==> src/core/usb_ep_pkg.sv <==
// constants, register map and types shared by the endpoint logic
package usb_ep_pkg;
	// apb byte offsets
	localparam logic [7:0] OFS_IN_EN = 8'h00;
	localparam logic [7:0] OFS_OUT_EN = 8'h04;
	localparam logic [7:0] OFS_STALL = 8'h08;
	localparam logic [7:0] OFS_TOGGLE = 8'h0c;
	localparam logic [7:0] OFS_EP_STATUS = 8'h10;
	localparam logic [7:0] OFS_FRAME = 8'h14;
	localparam logic [7:0] OFS_ISO_SPLIT = 8'h18;
	localparam logic [7:0] OFS_ISO_IN_CFG = 8'h1c;
	localparam logic [7:0] OFS_ISO_OUT_SIZE = 8'h20;
	localparam logic [7:0] OFS_EVENT_CAUSE = 8'h24;
	localparam logic [7:0] OFS_BUF_PTR = 8'h28;
	localparam logic [7:0] OFS_MAX_COUNT = 8'h2c;
	localparam logic [7:0] OFS_START_TASK = 8'h30;
	localparam logic [2:0] REGION_IN_HALT = 3'h2;
	localparam logic [2:0] REGION_OUT_HALT = 3'h3;
	localparam logic [2:0] REGION_OUT_SIZE = 3'h4;
	// field positions
	localparam int ISO_EN_BIT = 8;
	localparam int DIR_IN_BIT = 7;
	localparam int STALL_SET_BIT = 8;
	localparam int TOG_FIELD_LO = 8;
	localparam int ZERO_FLAG_BIT = 16;
	localparam int OUT_FLAGS_LO = 16;
	localparam logic [1:0] TOG_FORCE0 = 2'h1;
	localparam logic [1:0] TOG_FORCE1 = 2'h2;
	// endpoint numbering and sizes
	localparam logic [3:0] EP_ISO = 4'h8;
	localparam logic [4:0] SLOT_OUT_BASE = 5'h09;
	localparam int SLOTS = 18;
	localparam logic [9:0] ISO_MAX_FULL = 10'h3ff;
	localparam logic [9:0] ISO_MAX_HALF = 10'h1ff;
	localparam logic [8:0] EN_RESET = 9'h000;
	typedef enum logic [2:0] {
		RESP_NONE, RESP_ACK, RESP_NAK, RESP_STALL, RESP_DATA0, RESP_DATA1
	} resp_t;
endpackage

==> src/core/sof_if.sv <==
// start-of-frame pulse and frame count passed to the endpoint logic
`timescale 1ns/100ps
interface sof_if;
	logic sof;
	logic [10:0] frame;
	modport src (output sof, output frame);
	modport dst (input sof, input frame);
endinterface // sof_if

==> src/core/usb_device_data_endpoints.sv <==
// bulk, interrupt and isochronous endpoint logic of a full-speed usb device
`timescale 1ns/100ps
// Summary of operation
// RL1: pairs 1..7 map to IN address 0x80+k and OUT address k.
// RL2: each acknowledged bulk/interrupt transaction flips DATA0/DATA1 by hardware.
// RL3: OUT data with the previous PID is a repeat, acked and dropped.
// RL4: a CRC failure leaves the expected toggle unchanged.
// RL5: software forces IN or expected OUT toggle for endpoints 1..7.
// RL6: host and software keep packets at most 64 bytes, buffers word aligned.
// RL7: after IN completes, done event, then NAK until the buffer refills.
// RL8: an endpoint with its enable bit clear stays silent.
// RL9: enabled endpoints answer NAK/ACK or STALL; halt reads as GetStatus word.
// RL10: enable changes keep halt; bus reset disables and unhalts data endpoints.
// RL11: endpoint 0 shares enable and halt, but SETUP overrides both.
// RL12: a zero max count sends a zero-length IN packet.
// RL13: OUT NAKs until its size register is written, then acks once.
// RL14: after acceptance, NAK until out buffer consumed or size written.
// RL15: each start of frame gives a synchronised one-cycle sof event.
// RL16: a free-running frame counter counts each sof, readable by software.
// RL17: disabled isochronous endpoints give no response and ignore data.
// RL18: a 1 kB iso buffer, split or not; max 1023 or half.
// RL19: iso IN sends fetched data of max count, else silence or zero-length.
// RL20: software starts iso transfers with sof and ends them before next.
// RL21: iso OUT size reports zero-length flag and byte count.
// RL22: iso OUT CRC error raises usb event with sof and sets cause flag.
// RL23: each start task captures buffer pointer and max count for its transfer.
// RL24: software keeps at most one memory transfer active at a time.
module usb_device_data_endpoints
(
	input wire logic sys_clk,
	input wire logic sys_rst,
	input wire logic psel,
	input wire logic penable,
	input wire logic pwrite,
	input wire logic [7:0] paddr,
	input wire logic [31:0] pwdata,
	output logic [31:0] prdata,
	output logic pready,
	output logic pslverr,
	input wire logic sof_pin,
	input wire logic bus_reset,
	input wire logic setup_rcvd,
	input wire logic in_tok_valid,
	input wire logic [3:0] in_tok_ep,
	input wire logic host_ack,
	input wire logic rx_valid,
	input wire logic [3:0] rx_ep,
	input wire logic rx_data1,
	input wire logic rx_crc_ok,
	input wire logic [9:0] rx_len,
	output usb_ep_pkg::resp_t resp,
	output logic [9:0] resp_len,
	output logic dma_start,
	output logic dma_to_mem,
	output logic [31:0] dma_ptr,
	output logic [9:0] dma_count,
	input wire logic dma_done,
	output logic data_endpoint_done_event,
	output logic sof_event,
	output logic general_usb_event
);
	sof_if sof_link();
	logic [8:0] in_endpoint_enable, next_in_en;
	logic [8:0] out_endpoint_enable, next_out_en;
	logic [7:0] in_halt, next_in_halt;
	logic [7:0] out_halt, next_out_halt;
	logic [7:1] in_tog, next_in_tog;
	logic [7:1] out_tog, next_out_tog;
	logic [7:1] in_ready, next_in_ready;
	logic [7:1] out_armed, next_out_armed;
	logic [7:1] st_in, next_st_in;
	logic [7:1] st_out, next_st_out;
	logic [6:0] out_size [1:7];
	logic [6:0] next_out_size [1:7];
	logic [9:0] ep_cnt [0:usb_ep_pkg::SLOTS-1];
	logic [9:0] next_ep_cnt [0:usb_ep_pkg::SLOTS-1];
	logic [3:0] pend_in, next_pend_in;
	logic [31:0] buffer_pointer, next_ptr;
	logic [9:0] max_count, next_cnt;
	logic dma_busy, next_dma_busy;
	logic [4:0] dma_slot, next_dma_slot;
	logic iso_buffer_split, next_split;
	logic iso_in_config_a, next_iso_cfg;
	logic iso_in_ready, next_iso_ready;
	logic iso_out_zero, next_iso_zero;
	logic [9:0] iso_out_size, next_iso_size;
	logic crc_pend, next_crc_pend;
	logic iso_out_crc_error_flag, next_crc_flag;
	usb_ep_pkg::resp_t next_resp;
	logic [9:0] next_resp_len;
	logic next_done, next_dma_start, next_to_mem, next_gen;
	logic [31:0] next_dma_ptr, next_prdata;
	logic [9:0] next_dma_count;
	logic next_slverr;
	logic wr_acc;
	logic [9:0] iso_limit;
	logic [2:0] ridx;

	sof_frame_counter u_sof
	(
		.sys_clk(sys_clk),
		.sys_rst(sys_rst),
		.sof_pin(sof_pin),
		.link(sof_link.src)
	);

	// transfer slot of an endpoint and direction
	function automatic logic [4:0] slot(input logic dir_in, input logic [3:0] ep);
		slot = dir_in ? {1'b0, ep} : usb_ep_pkg::SLOT_OUT_BASE + {1'b0, ep};
	endfunction

	// 3-bit region code of a byte address
	function automatic logic [2:0] region(input logic [7:0] a);
		region = a[7:5];
	endfunction

	// zero-wait apb slave, writes act in the access phase
	assign pready = 1'b1;
	assign wr_acc = psel & penable & pwrite;
	assign ridx = paddr[4:2];
	assign iso_limit = iso_buffer_split ? usb_ep_pkg::ISO_MAX_HALF
		: usb_ep_pkg::ISO_MAX_FULL; // [RL18]

	// read data is registered in the setup phase
	always_comb
	begin
		next_prdata = 32'h0000_0000;
		next_slverr = 1'b0;
		if (region(paddr) == usb_ep_pkg::REGION_IN_HALT)
			next_prdata = {31'h0, in_halt[ridx]}; // [RL9]
		else if (region(paddr) == usb_ep_pkg::REGION_OUT_HALT)
			next_prdata = {31'h0, out_halt[ridx]}; // [RL9]
		else if (region(paddr) == usb_ep_pkg::REGION_OUT_SIZE)
			next_prdata = (ridx == 3'h0) ? 32'h0 : {25'h0, out_size[ridx]};
		else
		begin
			unique case (paddr)
				usb_ep_pkg::OFS_IN_EN: next_prdata = {23'h0, in_endpoint_enable};
				usb_ep_pkg::OFS_OUT_EN: next_prdata = {23'h0, out_endpoint_enable};
				usb_ep_pkg::OFS_STALL, usb_ep_pkg::OFS_TOGGLE,
				usb_ep_pkg::OFS_START_TASK: next_prdata = 32'h0;
				usb_ep_pkg::OFS_EP_STATUS: next_prdata = {8'h0, st_out, 9'h0, st_in, 1'b0};
				usb_ep_pkg::OFS_FRAME: next_prdata = {21'h0, sof_link.frame}; // [RL16]
				usb_ep_pkg::OFS_ISO_SPLIT: next_prdata = {31'h0, iso_buffer_split};
				usb_ep_pkg::OFS_ISO_IN_CFG: next_prdata = {31'h0, iso_in_config_a};
				usb_ep_pkg::OFS_ISO_OUT_SIZE: next_prdata = {15'h0, iso_out_zero, 6'h0,
					iso_out_size}; // [RL21]
				usb_ep_pkg::OFS_EVENT_CAUSE: next_prdata = {31'h0, iso_out_crc_error_flag};
				usb_ep_pkg::OFS_BUF_PTR: next_prdata = buffer_pointer;
				usb_ep_pkg::OFS_MAX_COUNT: next_prdata = {22'h0, max_count};
				default: next_slverr = 1'b1;
			endcase
		end
	end

	// endpoint state: register writes first, then usb and dma events (later assignments win)
	always_comb
	begin
		next_in_en = in_endpoint_enable;
		next_out_en = out_endpoint_enable;
		next_in_halt = in_halt;
		next_out_halt = out_halt;
		next_in_tog = in_tog;
		next_out_tog = out_tog;
		next_in_ready = in_ready;
		next_out_armed = out_armed;
		next_st_in = st_in;
		next_st_out = st_out;
		next_out_size = out_size;
		next_ep_cnt = ep_cnt;
		next_pend_in = pend_in;
		next_ptr = buffer_pointer;
		next_cnt = max_count;
		next_dma_busy = dma_busy;
		next_dma_slot = dma_slot;
		next_split = iso_buffer_split;
		next_iso_cfg = iso_in_config_a;
		next_iso_ready = iso_in_ready;
		next_iso_zero = iso_out_zero;
		next_iso_size = iso_out_size;
		next_crc_pend = crc_pend;
		next_crc_flag = iso_out_crc_error_flag;
		next_resp = usb_ep_pkg::RESP_NONE;
		next_resp_len = 10'h000;
		next_done = 1'b0;
		next_dma_start = 1'b0;
		next_to_mem = dma_to_mem;
		next_dma_ptr = dma_ptr;
		next_dma_count = dma_count;
		next_gen = 1'b0;
		if (wr_acc)
		begin
			if (region(paddr) == usb_ep_pkg::REGION_OUT_SIZE && ridx != 3'h0)
				next_out_armed[ridx] = 1'b1; // [RL13] [RL14]
			unique case (paddr)
				usb_ep_pkg::OFS_IN_EN: next_in_en = pwdata[8:0]; // [RL10]
				usb_ep_pkg::OFS_OUT_EN: next_out_en = pwdata[8:0];
				usb_ep_pkg::OFS_STALL:
					if (pwdata[usb_ep_pkg::DIR_IN_BIT])
						next_in_halt[pwdata[2:0]] = pwdata[usb_ep_pkg::STALL_SET_BIT]; // [RL9]
					else
						next_out_halt[pwdata[2:0]] = pwdata[usb_ep_pkg::STALL_SET_BIT];
				usb_ep_pkg::OFS_TOGGLE:
					if (pwdata[2:0] != 3'h0 && pwdata[9:8] != 2'h0 && pwdata[9:8] != 2'h3)
					begin
						if (pwdata[usb_ep_pkg::DIR_IN_BIT])
							next_in_tog[pwdata[2:0]] = pwdata[9:8] == usb_ep_pkg::TOG_FORCE1; // [RL5]
						else
							next_out_tog[pwdata[2:0]] = pwdata[9:8] == usb_ep_pkg::TOG_FORCE1;
					end
				usb_ep_pkg::OFS_EP_STATUS:
				begin
					next_st_in = st_in & ~pwdata[7:1];
					next_st_out = st_out & ~pwdata[usb_ep_pkg::OUT_FLAGS_LO+7:usb_ep_pkg::OUT_FLAGS_LO+1];
				end
				usb_ep_pkg::OFS_ISO_SPLIT: next_split = pwdata[0];
				usb_ep_pkg::OFS_ISO_IN_CFG: next_iso_cfg = pwdata[0];
				usb_ep_pkg::OFS_EVENT_CAUSE: next_crc_flag = iso_out_crc_error_flag & ~pwdata[0];
				usb_ep_pkg::OFS_BUF_PTR: next_ptr = pwdata;
				usb_ep_pkg::OFS_MAX_COUNT: next_cnt = pwdata[9:0];
				usb_ep_pkg::OFS_START_TASK:
					if (!dma_busy) // [RL24]
					begin
						next_dma_slot = slot(pwdata[usb_ep_pkg::DIR_IN_BIT], pwdata[3:0]);
						next_ep_cnt[next_dma_slot] = max_count; // [RL23]
						next_dma_ptr = buffer_pointer;
						next_dma_count = max_count;
						next_to_mem = ~pwdata[usb_ep_pkg::DIR_IN_BIT];
						next_dma_start = 1'b1;
						next_dma_busy = 1'b1;
					end
				default: next_dma_start = 1'b0;
			endcase
		end
		// in tokens
		if (in_tok_valid)
		begin
			if (in_tok_ep == usb_ep_pkg::EP_ISO)
			begin
				if (in_endpoint_enable[usb_ep_pkg::ISO_EN_BIT]) // [RL17]
				begin
					if (iso_in_ready)
					begin
						next_resp = usb_ep_pkg::RESP_DATA0; // [RL19]
						next_resp_len = (ep_cnt[usb_ep_pkg::EP_ISO] > iso_limit) ? iso_limit
							: ep_cnt[usb_ep_pkg::EP_ISO]; // [RL18]
						next_iso_ready = 1'b0;
					end
					else if (iso_in_config_a)
						next_resp = usb_ep_pkg::RESP_DATA0; // [RL19]
				end
			end
			else if (in_tok_ep < 4'h8 && in_endpoint_enable[in_tok_ep[2:0]]) // [RL1] [RL8]
			begin
				if (in_halt[in_tok_ep[2:0]])
					next_resp = usb_ep_pkg::RESP_STALL; // [RL9]
				else if (in_tok_ep != 4'h0 && in_ready[in_tok_ep[2:0]])
				begin
					next_resp = in_tog[in_tok_ep[2:0]] ? usb_ep_pkg::RESP_DATA1
						: usb_ep_pkg::RESP_DATA0;
					next_resp_len = ep_cnt[in_tok_ep]; // [RL12]
					next_pend_in = in_tok_ep;
				end
				else
					next_resp = usb_ep_pkg::RESP_NAK; // [RL7]
			end
		end
		// host acknowledged the last in packet
		if (host_ack && pend_in != 4'h0)
		begin
			next_in_tog[pend_in[2:0]] = ~in_tog[pend_in[2:0]]; // [RL2]
			next_in_ready[pend_in[2:0]] = 1'b0; // [RL7]
			next_st_in[pend_in[2:0]] = 1'b1;
			next_done = 1'b1;
			next_pend_in = 4'h0;
		end
		// end of a memory transfer refills or rearms the endpoint
		if (dma_done && dma_busy)
		begin
			next_dma_busy = 1'b0;
			if (dma_slot == {1'b0, usb_ep_pkg::EP_ISO})
				next_iso_ready = 1'b1;
			else if (dma_slot < usb_ep_pkg::SLOT_OUT_BASE && dma_slot != 5'h00)
				next_in_ready[dma_slot[2:0]] = 1'b1; // [RL7]
			else if (dma_slot > usb_ep_pkg::SLOT_OUT_BASE
				&& dma_slot < usb_ep_pkg::SLOT_OUT_BASE + 5'h08)
				next_out_armed[3'(dma_slot - usb_ep_pkg::SLOT_OUT_BASE)] = 1'b1; // [RL14]
		end
		// out data packets
		if (rx_valid && !in_tok_valid)
		begin
			if (rx_ep == usb_ep_pkg::EP_ISO)
			begin
				if (out_endpoint_enable[usb_ep_pkg::ISO_EN_BIT]) // [RL17]
				begin
					next_iso_zero = rx_len == 10'h000; // [RL21]
					next_iso_size = rx_len;
					next_crc_pend = ~rx_crc_ok; // [RL22]
				end
			end
			else if (rx_ep < 4'h8 && out_endpoint_enable[rx_ep[2:0]]) // [RL8]
			begin
				if (out_halt[rx_ep[2:0]])
					next_resp = usb_ep_pkg::RESP_STALL; // [RL9]
				else if (!rx_crc_ok || rx_ep == 4'h0)
					next_resp = usb_ep_pkg::RESP_NONE; // [RL4]
				else if (rx_data1 != out_tog[rx_ep[2:0]])
					next_resp = usb_ep_pkg::RESP_ACK; // [RL3]
				else if (out_armed[rx_ep[2:0]])
				begin
					next_resp = usb_ep_pkg::RESP_ACK; // [RL13]
					next_out_tog[rx_ep[2:0]] = ~out_tog[rx_ep[2:0]]; // [RL2]
					next_out_armed[rx_ep[2:0]] = 1'b0; // [RL14]
					next_out_size[rx_ep[2:0]] = rx_len[6:0];
					next_st_out[rx_ep[2:0]] = 1'b1;
					next_done = 1'b1;
				end
				else
					next_resp = usb_ep_pkg::RESP_NAK; // [RL13]
			end
		end
		// crc error of the last iso packet reported with sof
		if (sof_link.sof && crc_pend)
		begin
			next_gen = 1'b1; // [RL22]
			next_crc_flag = 1'b1;
			next_crc_pend = 1'b0;
		end
		// setup overrides endpoint 0, bus reset clears data endpoints
		if (setup_rcvd)
		begin
			next_in_en[0] = 1'b1; // [RL11]
			next_out_en[0] = 1'b1;
			next_in_halt[0] = 1'b0;
			next_out_halt[0] = 1'b0;
		end
		if (bus_reset)
		begin
			next_in_en[8:1] = 8'h00; // [RL10]
			next_out_en[8:1] = 8'h00;
			next_in_halt[7:1] = 7'h00;
			next_out_halt[7:1] = 7'h00;
		end
	end

	always_ff @(posedge sys_clk)
	begin
		if (sys_rst)
		begin
			in_endpoint_enable <= usb_ep_pkg::EN_RESET;
			out_endpoint_enable <= usb_ep_pkg::EN_RESET;
			in_halt <= 8'h00;
			out_halt <= 8'h00;
			in_tog <= 7'h00;
			out_tog <= 7'h00;
			in_ready <= 7'h00;
			out_armed <= 7'h00;
			st_in <= 7'h00;
			st_out <= 7'h00;
			for (int i = 1; i < 8; i++)
				out_size[i] <= 7'h00;
			for (int i = 0; i < usb_ep_pkg::SLOTS; i++)
				ep_cnt[i] <= 10'h000;
			pend_in <= 4'h0;
			buffer_pointer <= 32'h0000_0000;
			max_count <= 10'h000;
			dma_busy <= 1'b0;
			dma_slot <= 5'h00;
			iso_buffer_split <= 1'b0;
			iso_in_config_a <= 1'b0;
			iso_in_ready <= 1'b0;
			iso_out_zero <= 1'b0;
			iso_out_size <= 10'h000;
			crc_pend <= 1'b0;
			iso_out_crc_error_flag <= 1'b0;
			resp <= usb_ep_pkg::RESP_NONE;
			resp_len <= 10'h000;
			data_endpoint_done_event <= 1'b0;
			dma_start <= 1'b0;
			dma_to_mem <= 1'b0;
			dma_ptr <= 32'h0000_0000;
			dma_count <= 10'h000;
			general_usb_event <= 1'b0;
			sof_event <= 1'b0;
			prdata <= 32'h0000_0000;
			pslverr <= 1'b0;
		end
		else
		begin
			in_endpoint_enable <= next_in_en;
			out_endpoint_enable <= next_out_en;
			in_halt <= next_in_halt;
			out_halt <= next_out_halt;
			in_tog <= next_in_tog;
			out_tog <= next_out_tog;
			in_ready <= next_in_ready;
			out_armed <= next_out_armed;
			st_in <= next_st_in;
			st_out <= next_st_out;
			out_size <= next_out_size;
			ep_cnt <= next_ep_cnt;
			pend_in <= next_pend_in;
			buffer_pointer <= next_ptr;
			max_count <= next_cnt;
			dma_busy <= next_dma_busy;
			dma_slot <= next_dma_slot;
			iso_buffer_split <= next_split;
			iso_in_config_a <= next_iso_cfg;
			iso_in_ready <= next_iso_ready;
			iso_out_zero <= next_iso_zero;
			iso_out_size <= next_iso_size;
			crc_pend <= next_crc_pend;
			iso_out_crc_error_flag <= next_crc_flag;
			resp <= next_resp;
			resp_len <= next_resp_len;
			data_endpoint_done_event <= next_done;
			dma_start <= next_dma_start;
			dma_to_mem <= next_to_mem;
			dma_ptr <= next_dma_ptr;
			dma_count <= next_dma_count;
			general_usb_event <= next_gen;
			sof_event <= sof_link.sof; // [RL15]
			if (psel && !penable)
			begin
				prdata <= next_prdata;
				pslverr <= next_slverr;
			end
		end
	end
endmodule // usb_device_data_endpoints

==> src/core/sof_frame_counter.sv <==
// start-of-frame synchroniser and free-running frame counter
`timescale 1ns/100ps
module sof_frame_counter
(
	input wire logic sys_clk,
	input wire logic sys_rst,
	input wire logic sof_pin,
	sof_if.src link
);
	logic [2:0] sync;
	logic level;
	logic sof_q;
	logic [10:0] frame;
	logic [2:0] next_sync;
	logic next_level;
	logic next_sof_q;
	logic [10:0] next_frame;

	// three flops, a change counts once stages two and three agree
	always_comb
	begin
		next_sync = {sync[1:0], sof_pin};
		next_level = level;
		if (sync[1] == sync[2])
			next_level = sync[2];
		next_sof_q = next_level & ~level; // [RL15]
		next_frame = frame + {10'h000, next_sof_q}; // [RL16]
	end

	always_ff @(posedge sys_clk)
	begin
		if (sys_rst)
		begin
			sync <= 3'h0;
			level <= 1'b0;
			sof_q <= 1'b0;
			frame <= 11'h000;
		end
		else
		begin
			sync <= next_sync;
			level <= next_level;
			sof_q <= next_sof_q;
			frame <= next_frame;
		end
	end

	assign link.sof = sof_q;
	assign link.frame = frame;
endmodule // sof_frame_counter

==> config.mk <==
export PLATFORM = sky130hd
export DESIGN_NAME = usb_device_data_endpoints
export DESIGN_NICKNAME = d
export VERILOG_FILES = /design/src/core/usb_ep_pkg.sv /design/src/core/sof_if.sv /design/src/core/usb_device_data_endpoints.sv /design/src/core/sof_frame_counter.sv
export SDC_FILE = /design/constraint.sdc
export NUM_CORES = 1
export LEC_CHECK = 0
export BUFFER_PORTS_ARGS = -buffer_cell sky130_fd_sc_hd__buf_2
export CAP_MARGIN = 15
export CORE_UTILIZATION = 40
export DETAILED_ROUTE_END_ITERATION = 10
export PLACE_DENSITY = 0.59
export SETUP_SLACK_MARGIN = 0.2
export SKIP_CTS_REPAIR_TIMING = 1
export SLEW_MARGIN = 20
export SYNTH_ARGS = -nofsm -noshare
export SYNTH_HDL_FRONTEND = slang
export SYNTH_HIERARCHICAL = 1
export SYNTH_SLANG_ARGS = --single-unit
==> constraint.sdc <==
create_clock -name sys_clk -period 5.6 [get_ports sys_clk]
set_input_delay 0.56 -clock sys_clk [delete_from_list [all_inputs] [get_ports sys_clk]]
set_output_delay 0.56 -clock sys_clk [all_outputs]
set_load 0.01 [all_outputs]
# After elaboration in Yosys (flattened, before gate mapping)
# Index checks and enable logic that the tools add are counted.
[totals] ff_bits=482 inputBits=72 out_inout_bits=94 word_cells=375
[op_classes] n_addsub=3 n_lt_le_gt_ge=27 eq_ne=22 muxes=156 n_bitwise=37 reduce_logical=64
[ops] operator="two-way mux 7 bit" n=49
[ops] operator="case mux 32 bit (10 select lines)" n=1
[ops] operator="bitwise mux 180 bit" n=1
[ops] operator="two-way mux 10 bit" n=11
[ops] operator="two-way mux 32 bit" n=3
[ops] operator="binary-select mux 10 bit (select 5 bit)" n=1
[ops] operator="demux 10 bit (select 5 bit)" n=1
[ops] operator="bitwise mux 49 bit" n=1
[ops] operator="two-way mux 1 bit" n=47
[ops] operator="== test 8 x 6 -> 1 bit (second input constant)" n=5
[ops] operator="OR 7 bit" n=5
[ops] operator="binary-select mux 1 bit (select 3 bit)" n=11
[ops] operator="two-way mux 3 bit" n=11
[ops] operator="== test 8 x 5 -> 1 bit (second input constant)" n=4
[ops] operator="AND 7 bit" n=4
[ops] operator="bitwise mux 7 bit" n=4
[ops] operator="less-than comparator 3 x 4 -> 1 bit (second input constant)" n=7
[ops] operator="inverter 7 bit" n=4
[ops] operator="binary-select mux 7 bit (select 3 bit)" n=1
[ops] operator="demux 7 bit (select 3 bit)" n=1
[ops] operator="logical AND 1 bit" n=21
[ops] operator="AND reduction 2 bit" n=10
[ops] operator="demux 1 bit (select 3 bit)" n=6
[ops] operator="greater-or-equal comparator 3 x 1 -> 1 bit (second input constant)" n=6
[ops] operator="other kinds (48)" n=94

# Depth between registers and ports, before layout
[depth] ltp_word=20 mapped_depth=10 depth_no_buf=8

# Modules after synthesis
# Netlist, hierarchy kept.
[modules_own_cells] module="usb_device_data_endpoints" instances=1 cells_each=1872 area_per_inst_um2=16836.1 seq_area_each_um2=7527.2
[modules_own_cells] module="sof_frame_counter" instances=1 cells_each=63 area_per_inst_um2=611.8 seq_area_each_um2=320.3

# Least setup slack after synthesis
# Ideal clock, no wire load.
[synth_path] path_type="input port to flip-flop" startpoint="in paddr[2]" endpoint="reg ep_cnt[140] (netlist name)" setup_ps=128 arrival_ps=2713 required_ps=5472 path_slack_ps=2759 cell_stages=8 n_path_buf=2 path_cell_list="or4_1 buf_2 or4_1 buf_2 nor4_4 nand2_4 mux2i_1 nor2_1"
[synth_via] elab_chain_cells=2
[synth_rtl] element="from (decl)" line_no="usb_device_data_endpoints.sv:35" source="input wire logic [7:0] paddr,"
[synth_rtl] element="== test 8 x 6 -> 1 bit" line_no="usb_device_data_endpoints.sv:195" source="unique case (paddr)"
[synth_rtl] element="AND reduction 3 bit (no source line)"
[synth_rtl] element="to (signal assigned)" line_no="usb_device_data_endpoints.sv:401" source="ep_cnt <= next_ep_cnt;"
[synth_rtl] element="to (decl)" line_no="usb_device_data_endpoints.sv:75" source="logic [9:0] ep_cnt [0:usb_ep_pkg::SLOTS-1];"
# Every way passes these cells.
# A chain may end at the register's enable or synchronous reset.

# Final worst setup path
[layout_path] startpoint="in paddr[2]" endpoint="reg out_tog[6] (netlist name)"
[layout_via] elab_chain_cells=11
[layout_rtl] element="== test 8 x 4 -> 1 bit (*)" line_no="usb_device_data_endpoints.sv:195"
[layout_rtl] element="two-way mux 7 bit (*)" line_no="usb_device_data_endpoints.sv:195"
[layout_rtl] element="two-way mux 7 bit (*)" line_no="usb_device_data_endpoints.sv:191" source="if (wr_acc)"
[layout_rtl] element="bitwise mux 7 bit" line_no="usb_device_data_endpoints.sv:312" source="next_out_tog[rx_ep[2:0]] = ~out_tog[rx_ep[2:0]];"
[layout_rtl] element="two-way mux 7 bit" line_no="usb_device_data_endpoints.sv:309" source="else if (out_armed[rx_ep[2:0]])"
[layout_rtl] element="two-way mux 7 bit" line_no="usb_device_data_endpoints.sv:307" source="else if (rx_data1 != out_tog[rx_ep[2:0]])"
[layout_rtl] element="two-way mux 7 bit" line_no="usb_device_data_endpoints.sv:305" source="else if (!rx_crc_ok || rx_ep == 4'h0)"
[layout_rtl] element="two-way mux 7 bit" line_no="usb_device_data_endpoints.sv:303" source="if (out_halt[rx_ep[2:0]])"
[layout_rtl] element="two-way mux 7 bit" line_no="usb_device_data_endpoints.sv:301" source="else if (rx_ep < 4'h8 && out_endpoint_enable[rx_ep[2:0]])"
[layout_rtl] element="two-way mux 7 bit" line_no="usb_device_data_endpoints.sv:292" source="if (rx_ep == usb_ep_pkg::EP_ISO)"
[layout_rtl] element="two-way mux 7 bit (*)" line_no="usb_device_data_endpoints.sv:290" source="if (rx_valid && !in_tok_valid)"
[layout_rtl] element="to (signal assigned)" line_no="usb_device_data_endpoints.sv:395" source="out_tog <= next_out_tog;"
[layout_rtl] element="to (decl)" line_no="usb_device_data_endpoints.sv:68" source="logic [7:1] out_tog, next_out_tog;"
# Every way passes the cells marked *; elsewhere a longest branch is shown, timed or not.

==> results.yml <==
detailed_routing:
  drc: 0
  dr.first_iter.drc_count: 1406
  dr.pass1.iters: 5
  drt_wl_total_um: 54200
  routedWlPerCell_um: 20.6
  antenna_left: 0
  vias_per_cell: 5.60
  num_vias: 14700
sta:
  fmax_ghz: 0.341
  tightest_slew_ns: 1.08
  tns_ns: 0
  rsz0062_at_grt: "false"
  period_minus_slack_ns: 2.93
  hold_viol_final: 0
  clock_skew_ns: 0.0183
  min_period_over_period: 0.523
  setup_viol: 0
  drv_slew: 0
  maxSlewHeadroom: 0.272
  holdWs_ns: 0.209
status:
  status: "finished, final reports clean"
synth:
  yosys_warnings: 6
  synthAdderAreaFrac: 0.00574
  synth_compound_area_frac: 0.122
  syn_nets: 2015
  yosys_register_bits: 392
  synth_top_family_by_area: "simple AND/OR/NAND/NOR gates"
  synth-edff-count: 0
  synth_cells: 1935
  syn_area_mm2: 0.0174
  synth_cell_types: 76
  yosys.area_share.xor_xnor: 0.00452
  synth_top_cell_by_area: "dfxtp_1"
  synthMuxAreaShare: 0.183
  yosysSeqAreaShare: 0.450
  synth_top_cells_by_area: "dfxtp_1, mux2i_1, nand2_1, nor2_1, mux4_2"
  avgSynthCellArea_um2: 9.02
  yosys_most_used_dff: "dfxtp_1"
  synth_top_area_frac: 0.450
  async_flop_share: 0
  synth-simple-area-share: 0.194
clock_network:
  cts_buffer_depth: 3
  numCtsBuffers: 43
  ctsHtreeMaxLevel: 2
  tritoncts: "built"
  clock_latency_ns: 0.57
  cts_root_buf: "clkbuf_16"
  cts.reportedPaths.clkPinSlew_ns: 0.06
  cts_sinks: 392
worst_setup_path:
  cp-end-kind: "flop"
  r2r_end: "out_tog[5]"
  crit_required_ns: 6.06
  crit_path_start_kind: "input port"
  cp_max_fo: 32
  rr_startpoint: "out_endpoint_enable[1]"
  cp_data_arrival_time_ns: 3.39
  crit_type: "in -> reg"
  ff2ff_path_depth: 6
  rrSetupSlack_ns: 2.80
finish:
  mostFrequentLayoutCells: "dfxtp_1, nand2_1, nor2_1"
  final_area_mm2: 0.0201
  nNetsFinal: 2090
  layout_commonest_cell: "dfxtp_1"
  drive_above_1_share: 0.173
  area_delta_synth_final_pct: 15.2
die:
  die_area_mm2: 0.0445
  rows: 76
  die_h_um: 211
  die_w_um: 211
  io_pins: 166
  core-area_mm2: 0.0431
  initial_core_util: 0.405
pwr:
  powerDensity_mw_per_mm2: 301
  p_total_w: 0.00605
  max-vdd-ir-drop_uv: 188
  leakage_nw: 8.08
placed_design:
  place_congestion: 0.907
  port_buffers: 164
  place_area_mm2: 0.0186
  dpl.hpwl_um: 37500
hold_path:
  whs_path_depth: 2
  hold_end: "in_halt[0]"
  worstHoldStart: "setup_rcvd"
  hp-class: "in -> reg"
grt:
  grt_max_degree: 93
  antenna_found_initial: 2
  overflow: 0
  grt_pass1_wl_um: 83700
  grt_pass1_vias: 14000
  track_usage: 0.243
job:
  drv_cap: 0
-- cells by family (layout without fill, tap and decap cells) --
group	count (synthesis)	in the layout
AND/OR/NAND/NOR	749	749
flip-flops	392	392
AO/OA/AOI/OAI	331	331
multiplexers	267	267
buffers and inverters	178	283
XOR/XNOR	9	9
adder cells (fa/ha/maj)	8	8
other	1	2
-- per-layer routing --
metal / up-vias / routed length, um / GRT usage
li1: 6934 / - / -
met1: 7171 / 24500 / 0.335
met2: 507 / 24800 / 0.385
met3: 87 / 3750 / 0.0440
met4: 4 / 1160 / 0.0765
met5: - / 26 / 0
-- state kept, by name, indices dropped and copies added (netlist names), 8 cells and up --
name                 flops
u_sof/link.frame        11
dma_count               10
buffer_pointer          32
dma_ptr                 32
in_halt                  8
ep_cnt                  90
out_size                49
max_count               10
out_endpoint_enable      9
iso_out_size            10
in_endpoint_enable       9
prdata                  32
resp_len                10
out_halt                 8
-- worst max path at each step --
stage,start,cells past startpoint,to,slack [ns]
floorplan,paddr[2],8,ep_cnt[140],2.76
global placement,rx_ep[2],7,out_tog[5],2.19
detailed placement,paddr[2],7,ep_cnt[167],2.12
CTS,paddr[2],7,ep_cnt[167],2.72
global route,paddr[2],9,out_tog[6],2.52
finish,paddr[2],9,out_tog[6],2.67
-- through the flow --
step	worst slack [ns]	std cells	util
floorplan	2.76	1935	-
global placement	2.19	2549	0.432
detailed placement	2.12	2549	0.432
CTS	2.72	2624	0.466
global route	2.52	2625	0.466
finish	2.67	2626	0.467
-- critical path, stage by stage --
cell and delay (ns):
buf_2 0.14, buf_4 0.46, nor4bb_1 0.33, buf_4 0.23, o221ai_1 0.40, nor4_1 0.69, mux2i_1 0.25, nor2_1 0.05
mux2_2 0.26
-- power by group --
group / total, W / switching (W) / internal [W]
registers: 0.00279 / 0.00000279 / 0.00279
clock network: 0.00300 / 0.00115 / 0.00184
logic: 0.000253 / 0.000188 / 0.0000648
-- Yosys cell counts (all sizes together) (24+ instances only) --
cell type / n
a21oi: 143
a22oi: 57
buf: 31
clkbuf: 129
dfxtp: 392
mux2i: 205
mux4: 39
nand2: 317
nand3: 25
nor2: 239
nor2b: 30
nor3: 28
nor4: 24
-- layout make-up --
cell class	instances	area (um2)
antenna	1	2.50
tap	585	732
sequential	392	7850
clock inverter	13	220
clock buffer	62	1270
timing repair buffer	190	1030
multi-input combinational	1365	8930
inverter	18	67.6
fill	4189	23000
Note: power is estimated with default switching activity, not from simulation.
